===== config.mk =====
export PLATFORM = sky130hd
export DESIGN_NAME = otu_train
export DESIGN_NICKNAME = d
export VERILOG_FILES = /design/src/otu_pkg.sv /design/src/otu_err_filter.sv /design/src/otu_train.sv
export SDC_FILE = /design/constraint.sdc
export NUM_CORES = 1
export LEC_CHECK = 0
export BUFFER_PORTS_ARGS = -buffer_cell sky130_fd_sc_hd__buf_2
export CORE_AREA = 2 2 183 95
export CTS_CLUSTER_DIAMETER = 40
export DETAILED_ROUTE_END_ITERATION = 6
export DIE_AREA = 0 0 185 97
export PLACE_DENSITY = 0.88
export SYNTH_ARGS = -nofsm -noshare
export SYNTH_HDL_FRONTEND = slang
export SYNTH_SLANG_ARGS = --single-unit

===== constraint.sdc =====
create_clock -name clk_sys -period 15.2 [get_ports clk_sys]
set_input_delay 2.28 -clock clk_sys [delete_from_list [all_inputs] [get_ports clk_sys]]
set_output_delay 2.28 -clock clk_sys [all_outputs]
set_load 0.02 [all_outputs]

===== src/otu_pkg.sv =====
// constants, types and lookup functions of the oscillator training unit
package otu_pkg;

	// clock and measurement window
	localparam int unsigned CLK_MHZ         = 100;
	localparam int unsigned WINDOW_US       = 4000;
	localparam int unsigned NOMINAL_CYCLES  = WINDOW_US * CLK_MHZ;
	localparam int unsigned PERIOD_MIN_US   = 500;
	localparam int unsigned PERIOD_MAX_US   = 4000;

	// measurement acceptance window and trim deadband, in cycles of the measured clock
	localparam int unsigned WINDOW_CYCLES   = 8000;
	localparam int unsigned DEADBAND_CYCLES = 400;

	// post-reset delay before training may start in the sync pulse mode
	localparam int unsigned POST_RESET_DELAY_US = 1000;
	localparam int unsigned POST_RESET_CYCLES   = POST_RESET_DELAY_US * CLK_MHZ;

	// widths
	localparam int unsigned CYC_W   = 20;
	localparam int unsigned DLY_W   = 24;
	localparam int unsigned PER_W   = 4;
	localparam int unsigned US_W    = 13;
	localparam int unsigned TRIM_W  = 8;
	localparam int unsigned ERRC_W  = 7;

	// trim register
	localparam logic [TRIM_W-1:0] TRIM_FACTORY = 8'h80;
	localparam logic [TRIM_W-1:0] TRIM_STEP    = 8'h01;
	localparam logic [TRIM_W-1:0] TRIM_MAX     = 8'hFF;
	localparam logic [TRIM_W-1:0] TRIM_MIN     = 8'h00;

	// error filter saturation
	localparam logic [ERRC_W-1:0] ERRC_MAX = 7'h7F;
	localparam logic [ERRC_W-1:0] ERRC_MIN = 7'h00;

	typedef enum logic [1:0] {
		OTU_MODE_SPI  = 2'b00,
		OTU_MODE_I2C  = 2'b01,
		OTU_MODE_PSI5 = 2'b10,
		OTU_MODE_DSI3 = 2'b11
	} otu_mode_t;

	typedef enum logic [1:0] {
		OTU_ST_IDLE    = 2'b00,
		OTU_ST_FIRST   = 2'b01,
		OTU_ST_MEASURE = 2'b10
	} otu_state_t;

	// periodic command period field to period in microseconds
	function automatic logic [US_W-1:0] otu_pdcm_us(input logic [2:0] code);
		logic [US_W-1:0] us;
		case (code)
			3'h0:    us = 13'h01F4;
			3'h1:    us = 13'h03E8;
			3'h2:    us = 13'h07D0;
			3'h3:    us = 13'h0FA0;
			3'h4:    us = 13'h00FA;
			3'h5:    us = 13'h0320;
			3'h6:    us = 13'h0BB8;
			default: us = 13'h1388;
		endcase
		return us;
	endfunction : otu_pdcm_us

	// command-response period field to period in microseconds
	function automatic logic [US_W-1:0] otu_crm_us(input logic [1:0] code);
		logic [US_W-1:0] us;
		case (code)
			2'h0:    us = 13'h01F4;
			2'h1:    us = 13'h03E8;
			2'h2:    us = 13'h07D0;
			default: us = 13'h0FA0;
		endcase
		return us;
	endfunction : otu_crm_us

endpackage : otu_pkg


===== src/otu_err_filter.sv =====
// saturating up/down error filter with threshold compare
`timescale 1ns/1ps

module otu_err_filter
	import otu_pkg::*;
(
	input  wire logic              clk_sys,
	input  wire logic              rst,
	input  wire logic              step_up,
	input  wire logic              step_down,
	input  wire logic [ERRC_W-1:0] threshold,
	output logic      [ERRC_W-1:0] count,
	output logic                   hit
);

	typedef struct packed {
		logic [ERRC_W-1:0] cnt;
	} otu_filt_t;

	otu_filt_t f_reg;
	otu_filt_t f_next;

	always_comb begin
		f_next = f_reg;
		if (step_up && f_reg.cnt != ERRC_MAX) begin
			f_next.cnt = f_reg.cnt + 7'h01;
		end else if (step_down && f_reg.cnt != ERRC_MIN) begin
			f_next.cnt = f_reg.cnt - 7'h01;
		end
	end

	always_ff @(posedge clk_sys or posedge rst) begin
		if (rst) begin
			f_reg <= '0;
		end else begin
			f_reg <= f_next;
		end
	end

	assign count = f_reg.cnt;
	// a zero threshold disables the hit output instead of flagging at once; the count still moves
	assign hit   = (threshold != ERRC_MIN) && (f_reg.cnt >= threshold);

endmodule : otu_err_filter


===== src/otu_train.sv =====
// oscillator training unit: window measurement, trim stepping and error flag
`timescale 1ns/1ps

////////////////////////////////////////////////////////////////////////////////
// Notes on behaviour
// - training runs only while the enable bit is set, timed by master traffic.
// - periods per 4 ms window are computed from the programmed period.
// - while enabled with a legal period, each window opened by a reference event completes a measurement.
// - own clock cycles are counted across the computed number of periods.
// - trim adjusts only if the measurement lies in the training window.
// - count above nominal plus deadband lowers the trim by one step.
// - count below nominal minus deadband raises the trim by one step.
// - in PSI5 with training on, sync pulses get no answer in phase one.
// - in PSI5, training starts a fixed delay after reset.
// - enabled training that cannot complete sets the training error flag.
// - each in/out window result passes through an up/down counter.
// - out-of-window measurement increments the error counter.
// - in-window measurement decrements the error counter.
// - error flag sets when the counter reaches a nonzero programmed threshold.
// - error counter saturates at 127 and at 0.
// - derived period outside 500 us to 4 ms raises the training error.
// - derived period not dividing 4 ms evenly raises the training error.
// - disabling after start with revert clear keeps the last trim.
// - disabling after start with revert set restores the factory trim.
module otu_train
	import otu_pkg::*;
#(
	parameter int unsigned NOMINAL_CYC    = NOMINAL_CYCLES,
	parameter int unsigned POST_RESET_CYC = POST_RESET_CYCLES
)
(
	input  wire logic              clk_sys,
	input  wire logic              rst,
	input  wire logic              training_enable_bit,
	input  wire logic              training_revert_bit,
	input  wire logic [1:0]        mode_sel,
	input  wire logic              crm_active,
	input  wire logic [2:0]        periodic_command_period_field,
	input  wire logic [1:0]        cmd_response_period_field,
	input  wire logic [ERRC_W-1:0] training_error_threshold,
	input  wire logic              ref_event,
	input  wire logic              psi5_phase1,
	input  wire logic              error_clear,
	output logic      [TRIM_W-1:0] trim_target,
	output logic                   training_error_flag,
	output logic                   sync_response_block,
	output logic      [CYC_W-1:0]  measured_cycle_count,
	output logic                   measure_done,
	output logic                   training_active,
	output logic      [ERRC_W-1:0] error_count
);

	////////////////////////////////////////////////////////////////////////////
	// derived constants

	localparam logic [CYC_W-1:0] NOM_C   = CYC_W'(NOMINAL_CYC);
	localparam logic [CYC_W-1:0] WIN_C   = CYC_W'(WINDOW_CYCLES);
	localparam logic [CYC_W-1:0] ADJ_C   = CYC_W'(DEADBAND_CYCLES);
	localparam logic [CYC_W-1:0] LIM_HI  = NOM_C + WIN_C;
	// a nominal count below the window clamps the lower limit instead of wrapping
	localparam logic [CYC_W-1:0] LIM_LO  = (NOM_C > WIN_C) ? NOM_C - WIN_C : '0;
	localparam logic [CYC_W-1:0] ADJ_HI  = NOM_C + ADJ_C;
	localparam logic [CYC_W-1:0] ADJ_LO  = (NOM_C > ADJ_C) ? NOM_C - ADJ_C : '0;
	localparam logic [DLY_W-1:0] DLY_END = DLY_W'(POST_RESET_CYC);
	localparam logic [US_W-1:0]  WIN_US  = US_W'(WINDOW_US);
	localparam logic [US_W-1:0]  PMIN_US = US_W'(PERIOD_MIN_US);
	localparam logic [US_W-1:0]  PMAX_US = US_W'(PERIOD_MAX_US);

	////////////////////////////////////////////////////////////////////////////
	// state

	typedef struct packed {
		otu_state_t        st;
		logic [CYC_W-1:0]  cyc;
		logic [PER_W-1:0]  per;
		logic [CYC_W-1:0]  meas;
		logic              done;
		logic [TRIM_W-1:0] trim;
		logic              err;
		logic              started;
		logic              en_d;
		logic [DLY_W-1:0]  dly;
		logic              dly_ok;
	} otu_core_t;

	otu_core_t r_reg;
	otu_core_t r_next;

	////////////////////////////////////////////////////////////////////////////
	// configuration checks

	logic [US_W-1:0]  period_us;
	logic [US_W-1:0]  n_per_full;
	logic [US_W-1:0]  per_rem;
	logic [PER_W-1:0] n_per;
	logic             cfg_bad;
	logic             mode_psi5;
	logic             run;

	always_comb begin
		period_us = crm_active ? otu_crm_us(cmd_response_period_field)
		                       : otu_pdcm_us(periodic_command_period_field);
		// guarded divide: a zero period never reaches the divider
		n_per_full = (period_us == '0) ? '0 : (WIN_US / period_us);
		per_rem    = (period_us == '0) ? '0 : (WIN_US % period_us);
		n_per      = n_per_full[PER_W-1:0];
	end

	assign cfg_bad = (period_us < PMIN_US) || (period_us > PMAX_US)
	               || (per_rem != '0);
	assign mode_psi5 = (mode_sel == OTU_MODE_PSI5);
	// training is held off in PSI5 until the post-reset delay ends
	assign run = training_enable_bit && !cfg_bad && (!mode_psi5 || r_reg.dly_ok);

	////////////////////////////////////////////////////////////////////////////
	// measurement end and evaluation

	logic [CYC_W-1:0] cyc_inc;
	logic             last_event;
	logic             timeout;
	logic             finish;
	logic [CYC_W-1:0] meas_val;
	logic             in_win;
	logic             res_in;
	logic             res_out;

	assign cyc_inc    = r_reg.cyc + 20'h0_0001;
	assign last_event = ref_event && ((r_reg.per + 4'h1) == n_per);
	// a missing reference event must not stall the window forever
	assign timeout    = (cyc_inc > LIM_HI) && !last_event;
	assign finish     = run && (r_reg.st == OTU_ST_MEASURE) && (last_event || timeout);
	assign meas_val   = cyc_inc;
	assign in_win     = !timeout && (meas_val >= LIM_LO) && (meas_val <= LIM_HI);
	assign res_in     = finish && in_win;
	assign res_out    = finish && !in_win;

	////////////////////////////////////////////////////////////////////////////
	// error filter

	logic filt_hit;

	otu_err_filter u_filt (
		.clk_sys   (clk_sys),
		.rst       (rst),
		.step_up   (res_out),
		.step_down (res_in),
		.threshold (training_error_threshold),
		.count     (error_count),
		.hit       (filt_hit)
	);

	////////////////////////////////////////////////////////////////////////////
	// next state

	logic err_set;

	assign err_set = training_enable_bit && (cfg_bad || filt_hit);

	always_comb begin
		r_next      = r_reg;
		r_next.done = 1'b0;
		r_next.en_d = training_enable_bit;

		if (r_reg.dly != DLY_END) begin
			r_next.dly = r_reg.dly + 24'h00_0001;
		end
		r_next.dly_ok = (r_reg.dly == DLY_END);

		case (r_reg.st)
			OTU_ST_IDLE: begin
				r_next.cyc = '0;
				r_next.per = '0;
				if (run) begin
					r_next.st = OTU_ST_FIRST;
				end
			end
			OTU_ST_FIRST: begin
				if (!run) begin
					r_next.st = OTU_ST_IDLE;
				end else if (ref_event) begin
					r_next.st      = OTU_ST_MEASURE;
					r_next.cyc     = '0;
					r_next.per     = '0;
					r_next.started = 1'b1;
				end
			end
			OTU_ST_MEASURE: begin
				if (!run) begin
					r_next.st = OTU_ST_IDLE;
				end else if (finish) begin
					r_next.meas = meas_val;
					r_next.done = 1'b1;
					r_next.cyc  = '0;
					r_next.per  = '0;
					// the closing event opens the next window back to back
					if (timeout) begin
						r_next.st = OTU_ST_FIRST;
					end
					if (in_win) begin
						if (meas_val > ADJ_HI) begin
							if (r_reg.trim >= TRIM_MIN + TRIM_STEP) begin
								r_next.trim = r_reg.trim - TRIM_STEP;
							end else begin
								r_next.trim = TRIM_MIN;
							end
						end else if (meas_val < ADJ_LO) begin
							if (r_reg.trim <= TRIM_MAX - TRIM_STEP) begin
								r_next.trim = r_reg.trim + TRIM_STEP;
							end else begin
								r_next.trim = TRIM_MAX;
							end
						end
					end
				end else begin
					r_next.cyc = cyc_inc;
					if (ref_event) begin
						r_next.per = r_reg.per + 4'h1;
					end
				end
			end
			default: begin
				r_next.st = OTU_ST_IDLE;
			end
		endcase

		// falling enable after a start: keep trim unless revert asked
		if (r_reg.en_d && !training_enable_bit && r_reg.started) begin
			r_next.started = 1'b0;
			if (training_revert_bit) begin
				r_next.trim = TRIM_FACTORY;
			end
			// revert clear: trim simply left as is
		end

		// set wins over a clear arriving in the same cycle
		if (err_set) begin
			r_next.err = 1'b1;
		end else if (error_clear) begin
			r_next.err = 1'b0;
		end
	end

	always_ff @(posedge clk_sys or posedge rst) begin
		if (rst) begin
			r_reg.st      <= OTU_ST_IDLE;
			r_reg.cyc     <= '0;
			r_reg.per     <= '0;
			r_reg.meas    <= '0;
			r_reg.done    <= 1'b0;
			r_reg.trim    <= TRIM_FACTORY;
			r_reg.err     <= 1'b0;
			r_reg.started <= 1'b0;
			r_reg.en_d    <= 1'b0;
			r_reg.dly     <= '0;
			r_reg.dly_ok  <= 1'b0;
		end else begin
			r_reg <= r_next;
		end
	end

	////////////////////////////////////////////////////////////////////////////
	// outputs

	assign trim_target          = r_reg.trim;
	assign training_error_flag  = r_reg.err;
	assign measured_cycle_count = r_reg.meas;
	assign measure_done         = r_reg.done;
	assign training_active      = (r_reg.st != OTU_ST_IDLE);
	// phase-one sync pulses go unanswered so training completes first
	assign sync_response_block  = training_enable_bit && mode_psi5 && psi5_phase1;

endmodule : otu_train


==> summary.txt, run 1 <==
Place
  – Post-DP HPWL: between 20000 and 25000 um
  – Port Buffers: 60
  – Cell total after placement: between 1000 and 1500
  – Area after DPL: a little over 10000 sq um
  – GPL Wtd Cong: about 1

Setup path
  – Arrival time worst endpoint: 14.62 ns
  – Type of origin of the critical path: primary input
  – Max incr delay on CP: 0.44 ns
  – Slowest cell on crit path: ha_1
  – Req. time, crit path: between 15 and 20 ns
  – Most frequent cell on the critical path: ha_1
  – Setup crit end kind: flip-flop
  – CP Max Fanout: 12
  – Worst Path Class, Setup: primary input to flip-flop

Timing
  – Clk_skew: 0.0101 ns
  – Final hold violation count: 0
  – Final min period: roughly 14 ns
  – FMAX: between 0.06 and 0.07 GHz
  – Fin Setup TNS: 0 ns
  – Slew at the pin closest to its max-slew limit: ~1.2 ns
  – Max Slew Vio Count: 0
  – Period utilization: 0.945
  – Slew headroom: 0.227
  – Final setup vio count: 0
  – RSZ-0062 raised after global routing: false

Synthesis
  – Ys Warns: 0
  – EDFF count, synth: 0
  – Gate count of the mapped netlist: about 1200
  – Async set-reset flop share out of synthesis: 1.00
  – Distinct cells, synth: between 90 and 100
  – Most used DFF post-synth: dfrtp_1
  – Register area share after synthesis: 0.234
  – Synthesized flop and latch total: 90
  – Post-Syn Area per Cell: just over 8 sq um
  – Mapped Area: around 9600 sq um

Global route
  – Largest net degree at the start of global routing: 91
  – First-pass GRT wire length: roughly 44000 um
  – Vias in the first global route: about 9000
  – Initial antenna violation count: 0
  – Grt ovf: 0
  – Total Routing Usage GR: 0.299

Finish
  – Finished Layout Cells: between 1000 and 1500
  – Final Util: 0.658
  – Finished Cell Area: between 10000 and 15000 sq um
  – Leading cell type in the layout, fill and taps excluded: nand2_1
  – Area Growth Syn to Fin: 10.9%
  – Layout cell share with drive strength beyond 1: 0.172
  – Nets@finish: about 1300
  – Max reg flops: between 50 and 60
  – Antenna cells: 0
  – Commonest cells after routing, fill and taps aside: nand2_1, dfrtp_1, nor2_1

Clocking
  – CTS clock-pin slew for the worst setup and hold paths: around 0.060 ns
  – Post-CTS Hold Fix Bufs: 0
  – CTS HTree Levels: 3
  – Root Driver: clkbuf_16
  – Cts bufs inserted: 9
  – CTS Buffer Depth: 2
  – TritonCTS clock tree: built
  – Clock sinks: 90
  – Clock latency on the worst-skew pair: about 0.35 ns

Routing
  – # DRC: 0
  – Met3 WL: between 1500 and 2000 um
  – Routed length on met2: roughly 13000 um
  – Vias per cell: 6.45
  – Initial DRC Count: ~960
  – DRT Pass-1 Iters: 5
  – Wire length per cell: approximately 18 um
  – Post-route ant nets: 0
  – Via count: around 9500
  – Highest Signal Layer: met4
  – Total wire length: between 20000 and 30000 um
  – Wire length on met1: ~12000 um

Floorplanning
  – FP Rows: 33
  – Die area: between 15000 and 20000 sq um
  – Initial Util: 0.594
  – Die height: between 90 and 100 um
  – Total core area: about 16000 sq um
  – Die Wd: about 190 um
  – IO Pins: 61

Power and ir drop
  – Net Switching: 0.000359 W
  – Int Power: between 0.0005 and 0.0006 W
  – Static leakage: around 4.7 nW
  – Clk pwr share: 0.250
  – Sequential fraction of design power: 0.267
  – Peak VDD IR: 0.0567 mV
  – Logic pwr share: 0.483
  – Sw frac: 0.395
  – Pwr/cell area: 85.5 nW/um^2

Job
  – Max cap viols: 0

Outcome
  – Status: finished, final reports clean

Worst hold path
  – Hold Crit Class: flip-flop to flip-flop
## layout make-up
| type | count | area [sq um] |
|---|---|---|
| clock inverter | 6 | 67.6 |
| inverter | 60 | 226 |
| timing repair buffer | 112 | 698 |
| multi-input combinational | 964 | 6890 |
| clock buffer | 10 | 239 |
| tap | 227 | 284 |
| sequential | 90 | 2250 |
| fill | 1340 | 5530 |
## per-layer routing
| metal | vias to the layer above | track usage |
|---|---|---|
| li1 | 4490 | - |
| met1 | 4543 | 0.388 |
| met2 | 363 | 0.505 |
| met3 | 82 | 0.0467 |
| met4 | 0 | 0.107 |
| met5 | - | 0 |
## per-stage QoR
step	hold slack (ns)	total power, W	setup WS [ns]
final	0.478	0.000911	0.836
after global placement	0.448	0.000647	0.207
after floorplan	0.440	0.000554	0.0266
after CTS	0.480	0.000886	0.189
after global routing	0.515	0.000966	0.0543
after detailed placement	0.465	0.000658	-0.112
## repair_timing
| item | 4_1_cts | 5_1_grt |
|---|---|---|
| resized for setup | 0 | 40 |
| setup buffers | 0 | 2 |
| setup endpoints to repair | 0 | 19 |
## power by group through the flow
| stage | logic, W | clock network (W) | registers [W] |
|---|---|---|---|
| floorplan | 0.000307 | 0 | 0.000248 |
| global placement | 0.000400 | 0 | 0.000248 |
| detailed placement | 0.000410 | 0 | 0.000248 |
| CTS | 0.000413 | 0.000230 | 0.000243 |
| global route | 0.000482 | 0.000241 | 0.000244 |
| finish | 0.000440 | 0.000227 | 0.000243 |
## synth_stat cells, types with 6 or more instances
cell type	count	area, sq um
a211oi_1	12	90.1
a21boi_0	7	52.6
a21o_1	30	225
a21oi_1	64	320
a31oi_1	15	93.8
a32o_1	8	80.1
and2_1	17	106
and3_1	22	138
and4_1	7	61.3
buf_2	7	35.0
buf_4	29	218
clkbuf_1	35	131
dfrtp_1	89	2230
ha_1	72	901
inv_1	58	218
mux2_2	19	214
mux2i_1	16	160
nand2_1	99	372
nand2b_1	21	131
nand3_1	41	205
nand4_1	19	119
nor2_1	87	327
nor2b_1	9	56.3
nor3_1	40	200
nor3b_1	6	45.0
nor4_1	19	119
nor4b_1	6	52.6
o211ai_1	14	105
o21a_1	12	90.1
o21ai_0	59	295
o21bai_1	7	52.6
o221ai_1	6	52.6
o22ai_1	9	56.3
o31a_1	9	78.8
o31ai_1	7	52.6
or2_2	8	50.1
or3_1	9	56.3
or4_1	6	45.0
xnor2_1	51	447
xor2_1	25	219
## final timing paths
| check | startpoint | end | slack (ns) | cells after the start |
|---|---|---|---|---|
| setup / recovery | periodic_command_period_field[2] | u_filt.count[6] | 0.84 | 54 |
| hold / removal | measured_cycle_count[10] | measured_cycle_count[10] | 0.48 | 2 |
| setup reg to reg | r_reg[61] | u_filt.count[6] | 8.93 | 19 |
| hold reg to reg | measured_cycle_count[10] | measured_cycle_count[10] | 0.48 | 2 |
| max in group asynchronous | rst | training_error_flag | 12.18 | 3 |
| min in group asynchronous | rst | u_filt.count[0] | 2.30 | 3 |
## logic make-up after synthesis
| logic type | share of synthesized area |
|---|---|
| mux | 0.0436 |
| compound gates | 0.251 |
| fa+ha+maj | 0.0958 |
| xor+xnor | 0.0692 |
| buf+inv | 0.0677 |
| simple gates | 0.238 |
| flops | 0.234 |
| other cells | 0.000781 |
## critical path, delay by kind of cell
family / cells / cell delay, ns
fa+ha+maj: 7 / 2.47
compound gates: 24 / 5.19
mux: 5 / 1.58
buf+inv: 6 / 0.74
simple gates: 12 / 2.32
Power figures use the tool's default switching activity.
==> inputs of run 2 (changes only) <==
CORE_AREA = 2 2 130 132   (was 2 2 183 95)
DIE_AREA = 0 0 132 134   (was 0 0 185 97)
==> summary.txt, run 2 (synthesis gave the netlist of run 1 again) <==
Global route
  – Total Routing Usage GR: 0.301 (was 0.299)
  – Largest net degree at the start of global routing: 71 (was 91)
  – Grt ovf: 0 (unchanged)
  – Vias in the first global route: 8895 (was 9046)
  – First-pass GRT wire length: 43600 um (was 43900 um)
  – Initial antenna violation count: 0 (unchanged)

Finish
  – Final Util: 0.646 (was 0.658)
  – Max reg flops: 53 (unchanged)
  – Layout cell share with drive strength beyond 1: 0.159 (was 0.172)
  – Nets@finish: 1318 (was 1332)
  – # fillers: 1370 (was 1340)
  – Leading cell type in the layout, fill and taps excluded: nand2_1 (unchanged)
  – Commonest cells after routing, fill and taps aside: nand2_1, dfrtp_1, nor2_1 (unchanged)
  – Antenna cells: 0 (unchanged)
  – Area Growth Syn to Fin: 9.40% (was 10.9%)

Place
  – Post-DP HPWL: 19900 um (was 20200 um)
  – GPL Wtd Cong: 0.982 (was 0.977)
  – Port Buffers: 60 (unchanged)

Setup path
  – Type of origin of the critical path: primary input (unchanged)
  – Arrival time worst endpoint: 14.77 ns (was 14.62 ns)
  – CP Max Fanout: 12 (unchanged)
  – Max incr delay on CP: 0.45 ns (was 0.44 ns)
  – Setup crit end kind: flip-flop (unchanged)
  – Slowest cell on crit path: ha_1 (unchanged)
  – RR Startpoint: r_reg[61] (unchanged)
  – Crit path from: periodic_command_period_field[2] (unchanged)
  – Req. time, crit path: 15.48 ns (was 15.46 ns)
  – Most frequent cell on the critical path: ha_1 (unchanged)
  – Worst Path Class, Setup: primary input to flip-flop (unchanged)

Clocking
  – CTS HTree Levels: 3 (unchanged)
  – Clock sinks: 90 (unchanged)
  – Clock latency on the worst-skew pair: 0.36 ns (was 0.35 ns)
  – Root Driver: clkbuf_16 (unchanged)
  – Cts bufs inserted: 9 (unchanged)
  – CTS clock-pin slew for the worst setup and hold paths: 0.07 ns (was 0.06 ns)
  – Post-CTS Hold Fix Bufs: 0 (unchanged)
  – CTS Buffer Depth: 2 (unchanged)
  – TritonCTS clock tree: built (unchanged)

Power and ir drop
  – Sequential fraction of design power: 0.266 (was 0.267)
  – Peak VDD IR: 0.0988 mV (was 0.0567 mV)
  – Sw frac: 0.395 (about the same)
  – Total power: 0.000913 W (was 0.000911 W)
  – Static leakage: 4.69 nW (was 4.74 nW)
  – Int Power: 0.000553 W (was 0.000552 W)
  – Pwr/cell area: 86.8 nW/um^2 (was 85.5 nW/um^2)
  – Clk pwr share: 0.266 (was 0.250)
  – Net Switching: 0.000360 W (was 0.000359 W)
  – Logic pwr share: 0.467 (was 0.483)

Timing
  – Clk_skew: 0.0107 ns (was 0.0101 ns)
  – Period utilization: 0.953 (was 0.945)
  – Slew headroom: 0.320 (was 0.227)
  – Max Slew Vio Count: 0 (unchanged)
  – Final hold slack: 0.478 ns (about the same)
  – Slew at the pin closest to its max-slew limit: 1.02 ns (was 1.16 ns)
  – Final hold violation count: 0 (unchanged)
  – Final min period: 14.49 ns (was 14.36 ns)
  – FMAX: 0.0690 GHz (was 0.0696 GHz)
  – Final setup vio count: 0 (unchanged)

Floorplanning
  – Total core area: 16300 sq um (was 16200 sq um)
  – Die area: 17700 sq um (was 17900 sq um)
  – Die Wd: 132 um (was 185 um)
  – IO Pins: 61 (unchanged)
  – Initial Util: 0.590 (was 0.594)
  – Die height: 134 um (was 97 um)
  – FP Rows: 47 (was 33)

Routing
  – DRT Pass-1 Iters: 5 (unchanged)
  – Via count: 9481 (was 9478)
  – Post-route ant nets: 0 (unchanged)
  – Total wire length: 27200 um (was 26800 um)
  – Wire length per cell: 18.8 um (was 18.2 um)
  – Vias per cell: 6.55 (was 6.45)
  – Initial DRC Count: 778 (was 963)
  – # DRC: 0 (unchanged)

Job
  – Max cap viols: 0 (unchanged)

Worst hold path
  – Hold Crit Class: flip-flop to flip-flop (unchanged)
  – Beginning of the worst hold path: measured_cycle_count[8] (was measured_cycle_count[10])

Outcome
  – Status: finished, final reports clean (unchanged)
[run 2: cell count changes in the layout (fill, tap and decap cells not counted), sizes merged]
| cell | delta |
|---|---|
| buf | -13 |
| bufinv | +1 |
| clkinv | -1 |
| clkbuf | -2 |
| inv | +1 |
[run 2: final cells by class]
cell class | count | area, sq um | area share
inverter | 60 | 226 | 0.0215
multi-input combinational | 964 | 6860 | 0.652
timing repair buffer | 98 | 591 | 0.0562
sequential | 90 | 2250 | 0.214
clock buffer | 9 | 225 | 0.0214
clock inverter | 7 | 90.1 | 0.00857
tap | 220 | 275 | 0.0262
[run 2: routing by layer]
layer | track usage | vias to the layer above | routed length, um
li1 | - | 4465 | -
met4 | 0.133 | 0 | 978
met5 | 0 | - | 0
met2 | 0.510 | 426 | 13000
met1 | 0.387 | 4507 | 11400
met3 | 0.0404 | 83 | 1840
[run 2: power groups by stage]
stage	Sequential, W	Clock, W	Combinational, W
final	0.000243	0.000243	0.000427
after global routing	0.000243	0.000253	0.000463
after CTS	0.000243	0.000245	0.000399
after detailed placement	0.000248	0	0.000397
after global placement	0.000248	0	0.000392
after floorplan	0.000248	0	0.000307
[run 2: worst paths after layout]
path | endpoint | slack [ns] | cells after the start
max in group asynchronous | measured_cycle_count[11] | 12.13 | 3
min in group asynchronous | measured_cycle_count[13] | 1.87 | 2
max reg2reg | u_filt.count[6] | 8.84 | 18
min reg2reg | measured_cycle_count[8] | 0.48 | 2
max | u_filt.count[6] | 0.71 | 53
min | measured_cycle_count[8] | 0.48 | 2
[run 2: worst max-delay path, delay by kind of cell]
family / cells / cell delay (ns)
xor+xnor: 1 / 0.21
fa+ha+maj: 7 / 2.69
mux: 5 / 1.61
simple gates: 9 / 1.99
buf+inv: 5 / 0.63
compound gates: 26 / 5.33
[run 2: repair_timing]
| item | 4_1_cts | 5_1_grt |
|---|---|---|
| setup endpoints to repair | 0 | 7 |
| resized for setup | 0 | 32 |
| buffers inserted | 0 | 1 |
[run 2: per-stage QoR]
stage                     TNS (ns)  cells  worst slack, ns  cell area, sq um
after floorplan                  0   1190           0.0266              9640
after global placement           0   1431            0.309             10100
after detailed placement  -0.00108   1431         -0.00108             10100
after CTS                        0   1447            0.335             10400
after global routing       -0.0351   1448          -0.0351             10500
final                            0   1448            0.710             10500
==> inputs of run 3 (changes only) <==
PLACE_DENSITY = 0.86   (was 0.88)
==> summary.txt, run 3 (synthesis gave the netlist of run 1 again) <==
Global route
  – M2 GR Usage: 0.495 (was 0.510)
  – First-pass GRT wire length: 42500 um (was 43600 um)
  – Top Usage Layer GRT: met2 (unchanged)
  – Met3 Use GR: 0.0385 (was 0.0404)
  – Largest net degree at the start of global routing: 83 (was 71)
  – Vias in the first global route: 8775 (was 8895)
  – Met1 Use GR: 0.367 (was 0.387)
  – Total Routing Usage GR: 0.289 (was 0.301)
  – Initial antenna violation count: 0 (unchanged)
  – Grt ovf: 0 (unchanged)

Routing
  – DRT Pass-1 Iters: 5 (unchanged)
  – Post-route ant nets: 0 (unchanged)
  – Wire length per cell: 18.0 um (was 18.8 um)
  – Vias per cell: 6.47 (was 6.55)
  – Via count: 9328 (was 9481)
  – Initial DRC Count: 806 (was 778)
  – # DRC: 0 (unchanged)
  – Total wire length: 25900 um (was 27200 um)

Clocking
  – Post-CTS Hold Fix Bufs: 0 (unchanged)
  – Clock sinks: 90 (unchanged)
  – CTS clock-pin slew for the worst setup and hold paths: 0.07 ns (about the same)
  – Cts bufs inserted: 9 (unchanged)
  – CTS HTree Levels: 3 (unchanged)
  – Clock latency on the worst-skew pair: 0.36 ns (about the same)
  – CTS Buffer Depth: 2 (unchanged)
  – Root Driver: clkbuf_16 (unchanged)
  – TritonCTS clock tree: built (unchanged)

Timing
  – Final min period: 14.62 ns (was 14.49 ns)
  – Slew at the pin closest to its max-slew limit: 1.04 ns (was 1.02 ns)
  – Period utilization: 0.962 (was 0.953)
  – FMAX: 0.0684 GHz (was 0.0690 GHz)
  – Final hold violation count: 0 (unchanged)
  – Max Slew Vio Count: 0 (unchanged)
  – Slew headroom: 0.305 (was 0.320)
  – Final setup vio count: 0 (unchanged)
  – Fin Setup TNS: 0 ns (unchanged)
  – Clk_skew: 0.0154 ns (was 0.0107 ns)

Outcome
  – Status: finished, final reports clean (unchanged)

Setup path
  – Max incr delay on CP: 0.44 ns (was 0.45 ns)
  – Req. time, crit path: 15.47 ns (was 15.48 ns)
  – Setup crit end kind: flip-flop (unchanged)
  – Type of origin of the critical path: primary input (unchanged)
  – CP Max Fanout: 15 (was 12)
  – Most frequent cell on the critical path: buf_4 (was ha_1)
  – Worst Path Class, Setup: primary input to flip-flop (unchanged)
  – Slowest cell on crit path: fa_1 (was ha_1)
  – Arrival time worst endpoint: 14.89 ns (was 14.77 ns)

Finish
  – Final Util: 0.644 (was 0.646)
  – Nets@finish: 1311 (was 1318)
  – Commonest cells after routing, fill and taps aside: nand2_1, dfrtp_1, nor2_1 (unchanged)
  – Layout cell share with drive strength beyond 1: 0.156 (was 0.159)
  – Leading cell type in the layout, fill and taps excluded: nand2_1 (unchanged)
  – Area Growth Syn to Fin: 9.07% (was 9.40%)
  – Antenna cells: 0 (unchanged)
  – Max reg flops: 53 (unchanged)

Floorplanning
  – IO Pins: 61 (unchanged)
  – Total core area: 16300 sq um (unchanged)
  – FP Rows: 47 (unchanged)
  – Die height: 134 um (unchanged)
  – Die area: 17700 sq um (unchanged)
  – Initial Util: 0.590 (unchanged)
  – Die Wd: 132 um (unchanged)

Place
  – GPL Wtd Cong: 1.04 (was 0.982)
  – Port Buffers: 60 (unchanged)
  – Post-DP HPWL: 19600 um (was 19900 um)

Power and ir drop
  – Pwr/cell area: 84.8 nW/um^2 (was 86.8 nW/um^2)
  – Total power: 0.000890 W (was 0.000913 W)
  – Static leakage: 4.65 nW (was 4.69 nW)
  – Peak VDD IR: 0.0843 mV (was 0.0988 mV)

Worst hold path
  – Hold Crit Class: flip-flop to flip-flop (unchanged)

Job
  – Max cap viols: 0 (unchanged)
==> run 3: cell types whose count changed in the layout (fill, tap and decap cells not counted), moves of 3 or more <==
| cell | delta |
|---|---|
| o21ai_0 | -3 |
| a21oi_1 | -3 |
| ha_1 | -3 |
| buf_4 | -7 |
| nor4_2 | -3 |
==> run 3: final timing paths <==
check / from / endpoint / depth (start not counted) / slack [ns]
max in group asynchronous: rst / r_reg[66] / 3 / 12.15
setup reg to reg: r_reg[61] / u_filt.count[6] / 18 / 9.21
hold / removal: measured_cycle_count[8] / measured_cycle_count[8] / 2 / 0.48
min in group asynchronous: rst / trim_target[4] / 2 / 1.80
setup / recovery: crm_active / u_filt.count[6] / 57 / 0.58
hold reg to reg: measured_cycle_count[8] / measured_cycle_count[8] / 2 / 0.48
==> run 3: area by class of cell <==
class	instances	area (sq um)
flip-flops and latches	90	2250
repair buffers	91	543
well taps	220	275
clock buffers	9	225
inverters	60	228
multi-input cells	964	6890
fillers	1349	5800
clock inverters	7	76.3
==> run 3: critical path, delay by kind of cell <==
family,cells,cell delay [ns]
buffers and inverters,7,1.10
AOI/OAI and AO/OA,25,5.14
muxes,3,0.92
adders and majority gates,7,2.57
and+or+nand+nor,15,2.85
==> run 3: repair_timing <==
action,CTS,global route
buffers inserted,0,4
setup endpoints to repair,1,31
resized for setup,1,41
hold endpoints to repair,0,0
gates cloned,0,0
pin swaps,0,3
==> run 3: layer usage <==
metal,vias up,part of all wire
li1,4461,-
met1,4413,0.42
met2,383,0.48
met3,71,0.063
met4,0,0.036
met5,-,0
==> run 3: through the flow <==
stage	cells	hold WS [ns]	setup WS, ns	area, sq um
after global placement	1421	0.464	0.160	9990
final	1441	0.475	0.580	10500
after CTS	1437	0.481	0.0654	10300
after floorplan	1190	0.440	0.0266	9640
after global routing	1441	0.508	-0.0816	10500
after detailed placement	1421	0.465	-0.351	9990
==> run 3: power breakdown <==
group | switching (W) | leakage, nW | internal, W
sequential | 0.00000235 | 1.23 | 0.000241
combinational | 0.000242 | 3.28 | 0.000176
clock | 0.000110 | 0.149 | 0.000118
